File: src/core/acc_transfer_alu_ops_defines.vh
// Purpose: Constants for the accumulator transfer and ALU datapath
// Assumes: Avalon-MM word addressing, one 32-bit word per register
// Notes:   Definitions only
`ifndef ACC_TRANSFER_ALU_OPS_DEFINES_VH
`define ACC_TRANSFER_ALU_OPS_DEFINES_VH

// ==========================================================
// Register word indices
`define IDX_OPCODE      4'h0
`define IDX_RF_FIRST    4'h1
`define IDX_RF_LAST     4'h8
`define IDX_FLAGS       4'h9
`define IDX_STATUS      4'ha

// ==========================================================
// Flag register bit positions
`define FLAG_CY_BIT     0
`define FLAG_P_BIT      2
`define FLAG_AC_BIT     4
`define FLAG_Z_BIT      6
`define FLAG_S_BIT      7

// ==========================================================
// Status register bit positions
`define STAT_ILLEGAL_BIT 0
`define STAT_UNSUPP_BIT  1

// ==========================================================
// Reset values
`define RST_BYTE        8'h00
`define RST_ADDR        16'h0000
`define RST_WORD        32'h0000_0000

// ==========================================================
// Operand field codes
`define CODE_B          3'h0
`define CODE_C          3'h1
`define CODE_D          3'h2
`define CODE_E          3'h3
`define CODE_H          3'h4
`define CODE_L          3'h5
`define CODE_MEM        3'h6
`define CODE_ACC        3'h7

// ==========================================================
// Opcode groups
`define GRP_MOVE        2'h1
`define GRP_ALU         2'h2
`define GRP_INDIRECT    2'h0
`define IND_LOW_BITS    3'h2
`define ALU_ADD         3'h0
`define ALU_ADC         3'h1
`define ALU_SUB         3'h2
`define ALU_SUB_BORROW  3'h3
`define ALU_AND         3'h4
`define ALU_XOR         3'h5
`define ALU_OR          3'h6
`define ALU_COMPARE     3'h7

`endif

File: src/core/acc_transfer_alu_ops.v
// Purpose: Executes register moves, indirect accumulator store/load and
//          the eight accumulator operations, with flag update
// Assumes: Memory logic runs on REF_CLK_I; MEM_ACK_I is a same-clock pulse
// Notes:   Writing the opcode word executes it; the bus write completes
//          only when execution, including any memory access, is done
`timescale 1ns/1ps
`default_nettype none
`include "acc_transfer_alu_ops_defines.vh"

// Summary of operation
// RULE1 - Move copies source field operand to destination, source and flags untouched.
// RULE2 - Operand codes: B,C,D,E,H,L as 000..101, memory 110, accumulator 111.
// RULE3 - Software never issues a move with both fields set to memory.
// RULE4 - Store indirect writes accumulator at BC (bit4=0) or DE (bit4=1).
// RULE5 - Load indirect loads accumulator from BC or DE address, flags unchanged.
// RULE6 - Add puts accumulator plus operand into accumulator, updates five flags.
// RULE7 - Addition carry flag equals the ninth result bit.
// RULE8 - Add with carry also adds the current carry flag.
// RULE9 - Subtract uses two's complement; carry set when no carry-out occurs.
// RULE10 - Subtract with borrow removes operand plus carry from accumulator.
// RULE11 - AND into accumulator clears carry, updates zero, sign and parity.
// RULE12 - XOR into accumulator clears carry, updates sign, zero and parity.
// RULE13 - OR into accumulator clears carry, updates zero, sign and parity.
// RULE14 - Compare subtracts only for flags; accumulator and operand stay unchanged.
// RULE15 - Compare: zero on equality, carry when operand exceeds accumulator.
// RULE16 - Compare carry sense reverses when the two bytes differ in sign.
// RULE17 - Memory operand code addresses memory through the H,L pair.
// RULE18 - Compare decodes from pattern 10 111 plus operand field.
// RULE19 - Sign is bit 7, zero on zero result, even parity, carry out of bit 3.
module acc_transfer_alu_ops #(
  parameter ADDR_W = 4
) (
  input  wire              REF_CLK_I,
  input  wire              RST_I,
  input  wire [ADDR_W-1:0] AVS_ADDRESS_I,
  input  wire              AVS_READ_I,
  input  wire              AVS_WRITE_I,
  input  wire [31:0]       AVS_WRITEDATA_I,
  output reg  [31:0]       AVS_READDATA_O,
  output reg               AVS_WAITREQUEST_O,
  output reg               MEM_REQ_O,
  output reg               MEM_WE_O,
  output reg  [15:0]       MEM_ADDR_O,
  output reg  [7:0]        MEM_WDATA_O,
  input  wire [7:0]        MEM_RDATA_I,
  input  wire              MEM_ACK_I
);

  // ========================================================
  // States
  localparam [2:0] S_IDLE = 3'b001;
  localparam [2:0] S_MEM  = 3'b010;
  localparam [2:0] S_ANS  = 3'b100;

  reg  [2:0] state_q;
  reg  [7:0] rf_q [0:7];
  reg  [7:0] op_q;
  reg        cy_q;
  reg        p_q;
  reg        ac_q;
  reg        z_q;
  reg        s_q;
  reg        illegal_q;
  reg        unsupp_q;
  integer    i;

  // ========================================================
  // Helpers
  function parity_even;
    input [7:0] v;
    begin
      parity_even = ~^v;
    end
  endfunction

  function [15:0] pair;
    input [7:0] hi;
    input [7:0] lo;
    begin
      pair = {hi, lo};
    end
  endfunction

  function in_rf_window;
    input [3:0] idx;
    begin
      in_rf_window = (idx >= `IDX_RF_FIRST) && (idx <= `IDX_RF_LAST);
    end
  endfunction

  // ========================================================
  // Decode
  // Stored opcode drives decode while memory is busy, so the result never
  // depends on how long the master keeps its write data up
  wire [7:0] cur_op   = (state_q == S_MEM) ? op_q : AVS_WRITEDATA_I[7:0];
  wire [2:0] dst      = cur_op[5:3];
  wire [2:0] src      = cur_op[2:0];
  wire       is_move  = (cur_op[7:6] == `GRP_MOVE);
  wire       is_alu   = (cur_op[7:6] == `GRP_ALU);
  wire       is_ind   = (cur_op[7:6] == `GRP_INDIRECT) && !cur_op[5] && (cur_op[2:0] == `IND_LOW_BITS);
  wire       is_store_ind = is_ind && !cur_op[3];
  wire       is_load_ind  = is_ind && cur_op[3];
  wire       src_mem  = (src == `CODE_MEM);                                  // RULE2
  wire       dst_mem  = (dst == `CODE_MEM);
  wire       illegal  = is_move && src_mem && dst_mem;                       // RULE3
  wire       need_rd  = (is_move && src_mem && !dst_mem) || is_load_ind || (is_alu && src_mem);
  wire       need_wr  = (is_move && dst_mem && !src_mem) || is_store_ind;
  wire [15:0] hl_addr = pair(rf_q[`CODE_H], rf_q[`CODE_L]);                  // RULE17
  wire [15:0] bc_addr = pair(rf_q[`CODE_B], rf_q[`CODE_C]);
  wire [15:0] de_addr = pair(rf_q[`CODE_D], rf_q[`CODE_E]);
  wire [15:0] ind_addr = cur_op[4] ? de_addr : bc_addr;                      // RULE4 RULE5
  wire [15:0] mem_addr = is_ind ? ind_addr : hl_addr;
  wire [7:0]  mem_wdat = is_store_ind ? rf_q[`CODE_ACC] : rf_q[src];
  // Memory data is valid only in the ack cycle and is consumed right there
  wire [7:0]  operand  = src_mem ? MEM_RDATA_I : rf_q[src];

  // ========================================================
  // Execute
  reg        ex_we;
  reg  [2:0] ex_idx;
  reg  [7:0] ex_val;
  reg        cy_d;
  reg        p_d;
  reg        ac_d;
  reg        z_d;
  reg        s_d;
  reg        is_sub;
  reg        use_c;
  reg        c_in;
  reg  [7:0] x_eff;
  reg  [8:0] sum9;
  reg  [4:0] lo5;
  reg  [7:0] res;
  reg  [7:0] acc;

  always @* begin
    ex_we  = 1'b0;
    ex_idx = dst;
    ex_val = operand;
    cy_d   = cy_q;
    p_d    = p_q;
    ac_d   = ac_q;
    z_d    = z_q;
    s_d    = s_q;
    acc    = rf_q[`CODE_ACC];
    is_sub = (dst == `ALU_SUB) || (dst == `ALU_SUB_BORROW) || (dst == `ALU_COMPARE);
    use_c  = (dst == `ALU_ADC) || (dst == `ALU_SUB_BORROW);                    // RULE8 RULE10
    x_eff  = is_sub ? ~operand : operand;                                     // RULE9
    c_in   = is_sub ? ~(use_c & cy_q) : (use_c & cy_q);
    sum9   = {1'b0, acc} + {1'b0, x_eff} + {8'h00, c_in};
    lo5    = {1'b0, acc[3:0]} + {1'b0, x_eff[3:0]} + {4'h0, c_in};
    res    = sum9[7:0];
    if (is_move) begin
      ex_we  = !dst_mem;                                                      // RULE1
      ex_val = operand;
    end else if (is_load_ind) begin
      ex_we  = 1'b1;                                                          // RULE5
      ex_idx = `CODE_ACC;
      ex_val = MEM_RDATA_I;
    end else if (is_alu) begin
      case (dst)
        `ALU_AND: res = acc & operand;                                        // RULE11
        `ALU_XOR: res = acc ^ operand;                                        // RULE12
        `ALU_OR:  res = acc | operand;                                        // RULE13
        default:  res = sum9[7:0];                                            // RULE6
      endcase
      ex_we  = (dst != `ALU_COMPARE);                                         // RULE14 RULE18
      ex_idx = `CODE_ACC;
      ex_val = res;
      s_d    = res[7];                                                        // RULE19
      z_d    = (res == 8'h00);                                                // RULE15
      p_d    = parity_even(res);
      // Logic ops and compare keep aux carry; only add and subtract define it
      if (dst[2] && (dst != `ALU_COMPARE)) begin
        cy_d = 1'b0;                                                          // RULE11 RULE12 RULE13
      end else if (dst == `ALU_COMPARE) begin
        // A sign mismatch flips the borrow, so carry orders signed bytes
        cy_d = ~sum9[8] ^ (acc[7] ^ operand[7]);                              // RULE15 RULE16
      end else begin
        cy_d = is_sub ? ~sum9[8] : sum9[8];                                   // RULE7 RULE9
        ac_d = lo5[4];                                                        // RULE19
      end
    end
  end

  // ========================================================
  // Register read mux
  reg [31:0] rd_word;
  reg [3:0]  ridx;

  always @* begin
    ridx    = AVS_ADDRESS_I[3:0] - `IDX_RF_FIRST;
    rd_word = `RST_WORD;
    if (AVS_ADDRESS_I == `IDX_OPCODE) begin
      rd_word = {24'h000000, op_q};
    end else if (in_rf_window(AVS_ADDRESS_I[3:0])) begin
      rd_word = {24'h000000, rf_q[ridx[2:0]]};
    end else if (AVS_ADDRESS_I == `IDX_FLAGS) begin
      rd_word[`FLAG_CY_BIT] = cy_q;
      rd_word[`FLAG_P_BIT]  = p_q;
      rd_word[`FLAG_AC_BIT] = ac_q;
      rd_word[`FLAG_Z_BIT]  = z_q;
      rd_word[`FLAG_S_BIT]  = s_q;
    end else if (AVS_ADDRESS_I == `IDX_STATUS) begin
      rd_word[`STAT_ILLEGAL_BIT] = illegal_q;
      rd_word[`STAT_UNSUPP_BIT]  = unsupp_q;
    end
  end

  // ========================================================
  // Sequencer and bus slave
  // Waitrequest rests high; one low cycle answers each request, so a held
  // request is never taken twice.
  always @(posedge REF_CLK_I) begin
    if (RST_I) begin
      state_q           <= S_IDLE;
      op_q              <= `RST_BYTE;
      cy_q              <= 1'b0;
      p_q               <= 1'b0;
      ac_q              <= 1'b0;
      z_q               <= 1'b0;
      s_q               <= 1'b0;
      illegal_q         <= 1'b0;
      unsupp_q          <= 1'b0;
      AVS_READDATA_O    <= `RST_WORD;
      AVS_WAITREQUEST_O <= 1'b1;
      MEM_REQ_O         <= 1'b0;
      MEM_WE_O          <= 1'b0;
      MEM_ADDR_O        <= `RST_ADDR;
      MEM_WDATA_O       <= `RST_BYTE;
      for (i = 0; i < 8; i = i + 1) begin
        rf_q[i] <= `RST_BYTE;
      end
    end else begin
      case (state_q)
        S_IDLE: begin
          if (AVS_READ_I) begin
            AVS_READDATA_O    <= rd_word;
            AVS_WAITREQUEST_O <= 1'b0;
            state_q           <= S_ANS;
          end else if (AVS_WRITE_I) begin
            if (AVS_ADDRESS_I == `IDX_OPCODE) begin
              op_q      <= AVS_WRITEDATA_I[7:0];
              illegal_q <= illegal;
              unsupp_q  <= !(is_move || is_alu || is_ind);
              // Answered at once; register file and flags stay as they were, only opcode and status words change
              if (illegal) begin
                AVS_WAITREQUEST_O <= 1'b0;                                    // RULE3
                state_q           <= S_ANS;
              end else if (need_rd || need_wr) begin
                MEM_REQ_O   <= 1'b1;                                          // RULE17
                MEM_WE_O    <= need_wr;
                MEM_ADDR_O  <= mem_addr;
                MEM_WDATA_O <= mem_wdat;                                      // RULE4
                state_q     <= S_MEM;
              end else begin
                if (ex_we) begin
                  rf_q[ex_idx] <= ex_val;
                end
                cy_q              <= cy_d;
                p_q               <= p_d;
                ac_q              <= ac_d;
                z_q               <= z_d;
                s_q               <= s_d;
                AVS_WAITREQUEST_O <= 1'b0;
                state_q           <= S_ANS;
              end
            end else begin
              // Slot 6 (word 7) stands for the memory code and has no storage behind it
              if (in_rf_window(AVS_ADDRESS_I[3:0]) && ridx[2:0] != `CODE_MEM) begin
                rf_q[ridx[2:0]] <= AVS_WRITEDATA_I[7:0];
              end
              if (AVS_ADDRESS_I == `IDX_FLAGS) begin
                cy_q <= AVS_WRITEDATA_I[`FLAG_CY_BIT];
                p_q  <= AVS_WRITEDATA_I[`FLAG_P_BIT];
                ac_q <= AVS_WRITEDATA_I[`FLAG_AC_BIT];
                z_q  <= AVS_WRITEDATA_I[`FLAG_Z_BIT];
                s_q  <= AVS_WRITEDATA_I[`FLAG_S_BIT];
              end
              AVS_WAITREQUEST_O <= 1'b0;
              state_q           <= S_ANS;
            end
          end
        end
        S_MEM: begin
          // No timeout: a memory that never answers stalls the bus
          if (MEM_ACK_I) begin
            MEM_REQ_O <= 1'b0;
            MEM_WE_O  <= 1'b0;
            if (!MEM_WE_O) begin
              if (ex_we) begin
                rf_q[ex_idx] <= ex_val;
              end
              cy_q <= cy_d;
              p_q  <= p_d;
              ac_q <= ac_d;
              z_q  <= z_d;
              s_q  <= s_d;
            end
            AVS_WAITREQUEST_O <= 1'b0;
            state_q           <= S_ANS;
          end
        end
        S_ANS: begin
          AVS_WAITREQUEST_O <= 1'b1;
          state_q           <= S_IDLE;
        end
        default: begin
          AVS_WAITREQUEST_O <= 1'b1;
          MEM_REQ_O         <= 1'b0;
          state_q           <= S_IDLE;
        end
      endcase
    end
  end

endmodule // acc_transfer_alu_ops
`default_nettype wire

File: config.mk
export PLATFORM = sky130hd
export DESIGN_NAME = acc_transfer_alu_ops
export DESIGN_NICKNAME = d
export VERILOG_FILES = /design/src/core/acc_transfer_alu_ops.v
export VERILOG_INCLUDE_DIRS = /design/src /design/src/core
export SDC_FILE = /design/constraint.sdc
export NUM_CORES = 1
export LEC_CHECK = 0
export BUFFER_PORTS_ARGS = -buffer_cell sky130_fd_sc_hd__buf_2
export CORE_AREA = 4 4 135 137
export DETAILED_ROUTE_END_ITERATION = 6
export DIE_AREA = 0 0 139 141
export GPL_ROUTABILITY_DRIVEN = 1
export HOLD_SLACK_MARGIN = 0.15
export PLACE_DENSITY = 0.69
export SYNTH_ARGS = -nofsm -noshare
export SYNTH_HDL_FRONTEND = slang
export SYNTH_SLANG_ARGS = --single-unit
export TNS_END_PERCENT = 100
File: constraint.sdc
create_clock -name REF_CLK_I -period 11 [get_ports REF_CLK_I]
set_clock_uncertainty 0.2 [all_clocks]
set_input_delay 0.55 -clock REF_CLK_I [delete_from_list [all_inputs] [get_ports REF_CLK_I]]
set_output_delay 0.55 -clock REF_CLK_I [all_outputs]
set_load 0.005 [all_outputs]
==> impl_metrics.tcl <==
set metrics [dict create \
    status "completed" \
    seq_area_frac_synth_pct 35.7 \
    hold_path.class "primary input to register" \
    clk_path_buf_depth 2 \
    cts_setup_buffers 0 \
    fmax_mhz 164 \
    min_period_ns 6.11 \
    slew-limit-headroom_pct 24.3 \
    htreeDepth 4 \
    ys_async_sr_fraction_pct 0 \
    yosys-top-cells-area "edfxtp_1 (23%), dfxtp_1 (13%), mux4_2 (6.5%), nand2_1 (5.6%), ha_1 (5.2%)" \
    worst-endpoint-required_ns 11.07 \
    grt_max_degree 64 \
    period_share_pct 55.5 \
    vias_per_cell 6.22 \
    yosys_register_bits 117 \
    grt_pass1_wl_mm 39.9 \
    core_um2 17100 \
    cts_buffers 17 \
    p_total_mw 1.25 \
    io-pin-count 108 \
    cp-start-kind "register" \
    n_fill_cell 1525 \
    start_util_pct 49.0 \
    clkLatencyLatePin_ns 0.42 \
    ant_nets 0 \
    leakage_nw 3.57 \
    n_antenna_cell 0 \
    crit_type "register to register" \
    cp_slowest_cell "mux2i_2" \
    vias 7262 \
    tightestPinTransition_ns 1.13 \
    grt_overflow 0 \
    cts.hold.buffers_added 0 \
    cp.arrival_ns 6.18 \
    r2r_slack_ns 4.89 \
    port_buffers 59 \
    report.final.hold_viol_count 0 \
    slew_viol_final 0 \
    ys.flop_type "edfxtp_1" \
    cts_tree "built" \
    cts_root_buffer "clkbuf_16" \
    multi_input_area_um2 4920 \
    synth_edf_count 64 \
    holdWs_ns 0.250 \
    rows 48 \
    max_cap_violations 0 \
    rsz0062_at_grt "no" \
    area.sequential_um2 2980 \
    syn_area_um2 8350 \
    routedWlPerCell_um 22.1 \
    design.die.area_um2 19600 \
    die-height_um 141 \
    cts.sinks 117 \
    layout-drive-gt1-share_pct 17.8 \
    cts_resized 0 \
    synth_most_common_cell "nand2_1" \
    dr.first_iter.drc_count 820 \
    finalCoreUtilization_pct 54.0 \
    yosys.area.top_type "edfxtp_1" \
    gp_congestion 0.928 \
    yosys-top-cells-count "nand2_1 (125), nor2_1 (90), edfxtp_1 (64)" \
    area_growth_pct 10.2 \
    dieWidth_um 139 \
    vdd_drop_max_mv 0.114 \
    cpMostUsedCell "xnor2_1" \
    setup_violations 0 \
    synth_warnings 0 \
    synth_cell_types 83 \
    first_pass_iters 6 \
    synth.top_cell.area_share_pct 23.0 \
    path_max_fanout 26 \
    cp-end-kind "register" \
    tns_ns 0 \
    dp_hpwl_mm 18.3 \
    antenna_found_initial 0 \
    routed_wl_mm 25.7 \
    drc 0 \
    critPathMaxStageDelay_ns 0.76 \
    grt_use_total_pct 26.2 \
    grt_pass1_vias 6842 \
    syn_avg_cell_area_um2 9.34 \
    crit_chain "or3b_1 > buf_4 > mux2i_2 > mux4_1 > mux2i_2 > o21ai_2 > xnor2_1 > fa_1 > inv_1 > fa_1 > nand3b_1 > nand2_1 > xnor2_1 > a221oi_1 > inv_1 > ha_1 > xnor2_1 > xnor2_1 > nand3_1 > o21ai_0 > a211oi_1" \
    netlist_instances 894 \
    clkTransAtPathRegs_ns 0.06 \
    power.density_nw_per_um2 136 \
    nets 1015 \
]
## cell families (layout without fill, tap and decap cells)
family	Yosys count	after routing	synth area share [%]
and+or+nand+nor	319	319	17.7
other	1	24	0.0449
muxes	73	73	13.6
buffers and inverters	108	133	6.50
DFF	117	117	35.7
xor gates and xnor gates	16	16	1.68
AOI/OAI and AO/OA	223	223	19.1
adders and majority gates	37	37	5.72
## critical path, delay by kind of cell (launching register included)
family / cells / cell delay (ns)
AO/OA/AOI/OAI: 4 / 0.76
XOR/XNOR: 4 / 0.62
adder cells (fa/ha/maj): 3 / 0.94
buffers and inverters: 3 / 0.50
flip-flops: 1 / 0.53
multiplexers: 3 / 1.79
AND/OR/NAND/NOR: 4 / 0.61
## per-stage QoR
stage,cell area [um^2],setup WS (ns),std cells
floorplan,8440,5.94,917
finish,9210,4.89,1167
CTS,9210,4.95,1167
global route,9210,4.57,1167
global placement,8670,5.13,1135
detailed placement,8670,5.03,1135
## layer usage
layer	track usage, %	share of wire [%]	vias up
met4	10.6	3.7	0
met2	43.0	48	399
met5	0	0	-
met1	34.1	40	3497
li1	-	-	3302
met3	5.50	8.1	64
## area by class of cell
type / count / share of cell area (%)
tap: 225 / 3.06
timing repair buffer: 69 / 4.02
sequential: 117 / 32.4
inverter: 32 / 1.30
clock buffer: 18 / 4.66
clock inverter: 14 / 1.15
multi-input combinational: 692 / 53.4
## power breakdown
group          switching, mW  internal, mW
combinational          0.151         0.100
sequential            0.0138         0.474
clock                  0.221         0.290
total                  0.386         0.864
## cell usage in the layout (no fill, tap or decap), types with 6 or more instances in the layout
| master | netlist | final |
|---|---|---|
| mux2i_1 | 33 | 32 |
| xnor2_1 | 10 | 10 |
| o21ai_1 | 6 | 6 |
| nand2b_1 | 12 | 12 |
| nor2b_1 | 22 | 22 |
| o211ai_1 | 27 | 27 |
| a211oi_1 | 12 | 12 |
| o21a_1 | 11 | 11 |
| clkbuf_16 | 0 | 17 |
| buf_2 | 14 | 59 |
| dfxtp_1 | 53 | 53 |
| and2_1 | 6 | 6 |
| nand3b_1 | 9 | 9 |
| nand3_1 | 9 | 9 |
| a311oi_1 | 6 | 6 |
| buf_4 | 25 | 10 |
| nand2_1 | 125 | 125 |
| a31oi_1 | 10 | 10 |
| edfxtp_1 | 64 | 64 |
| ha_1 | 35 | 35 |
| xor2_1 | 6 | 6 |
| conb_1 | 1 | 24 |
| nor2_1 | 90 | 90 |
| mux2_2 | 7 | 7 |
| o221ai_1 | 9 | 9 |
| nor3_1 | 17 | 17 |
| mux4_2 | 24 | 24 |
| inv_1 | 31 | 31 |
| a21oi_1 | 62 | 62 |
| o21ai_0 | 22 | 22 |
| nand4_1 | 7 | 7 |
| clkinv_4 | 0 | 6 |
| o21ai_2 | 8 | 8 |
## flip-flops by register name, summed over array words and instances (netlist names)
| register | cells |
|---|---|
| rf_q | 64 |
| MEM_ADDR_O | 16 |
| AVS_READDATA_O | 8 |
| MEM_WDATA_O | 8 |
| op_q | 8 |
| state_q | 3 |
| AVS_WAITREQUEST_O | 1 |
| MEM_REQ_O | 1 |
| MEM_WE_O | 1 |
| ac_q | 1 |
| cy_q | 1 |
| illegal_q | 1 |
| p_q | 1 |
| s_q | 1 |
| unsupp_q | 1 |
| z_q | 1 |
## worst paths after layout
check,cells after the start,to,startpoint
max,21,p_q$_SDFFE_PP0P_,state_q[2]$_SDFFE_PP0P_
min,3,op_q[3]$_SDFFE_PP0P_,AVS_WRITEDATA_I[3]
max reg2reg,21,p_q$_SDFFE_PP0P_,state_q[2]$_SDFFE_PP0P_
min reg2reg,2,MEM_WDATA_O[2]$_SDFFE_PP0P_,MEM_WDATA_O[2]$_SDFFE_PP0P_
Power figures use the tool's default switching activity.
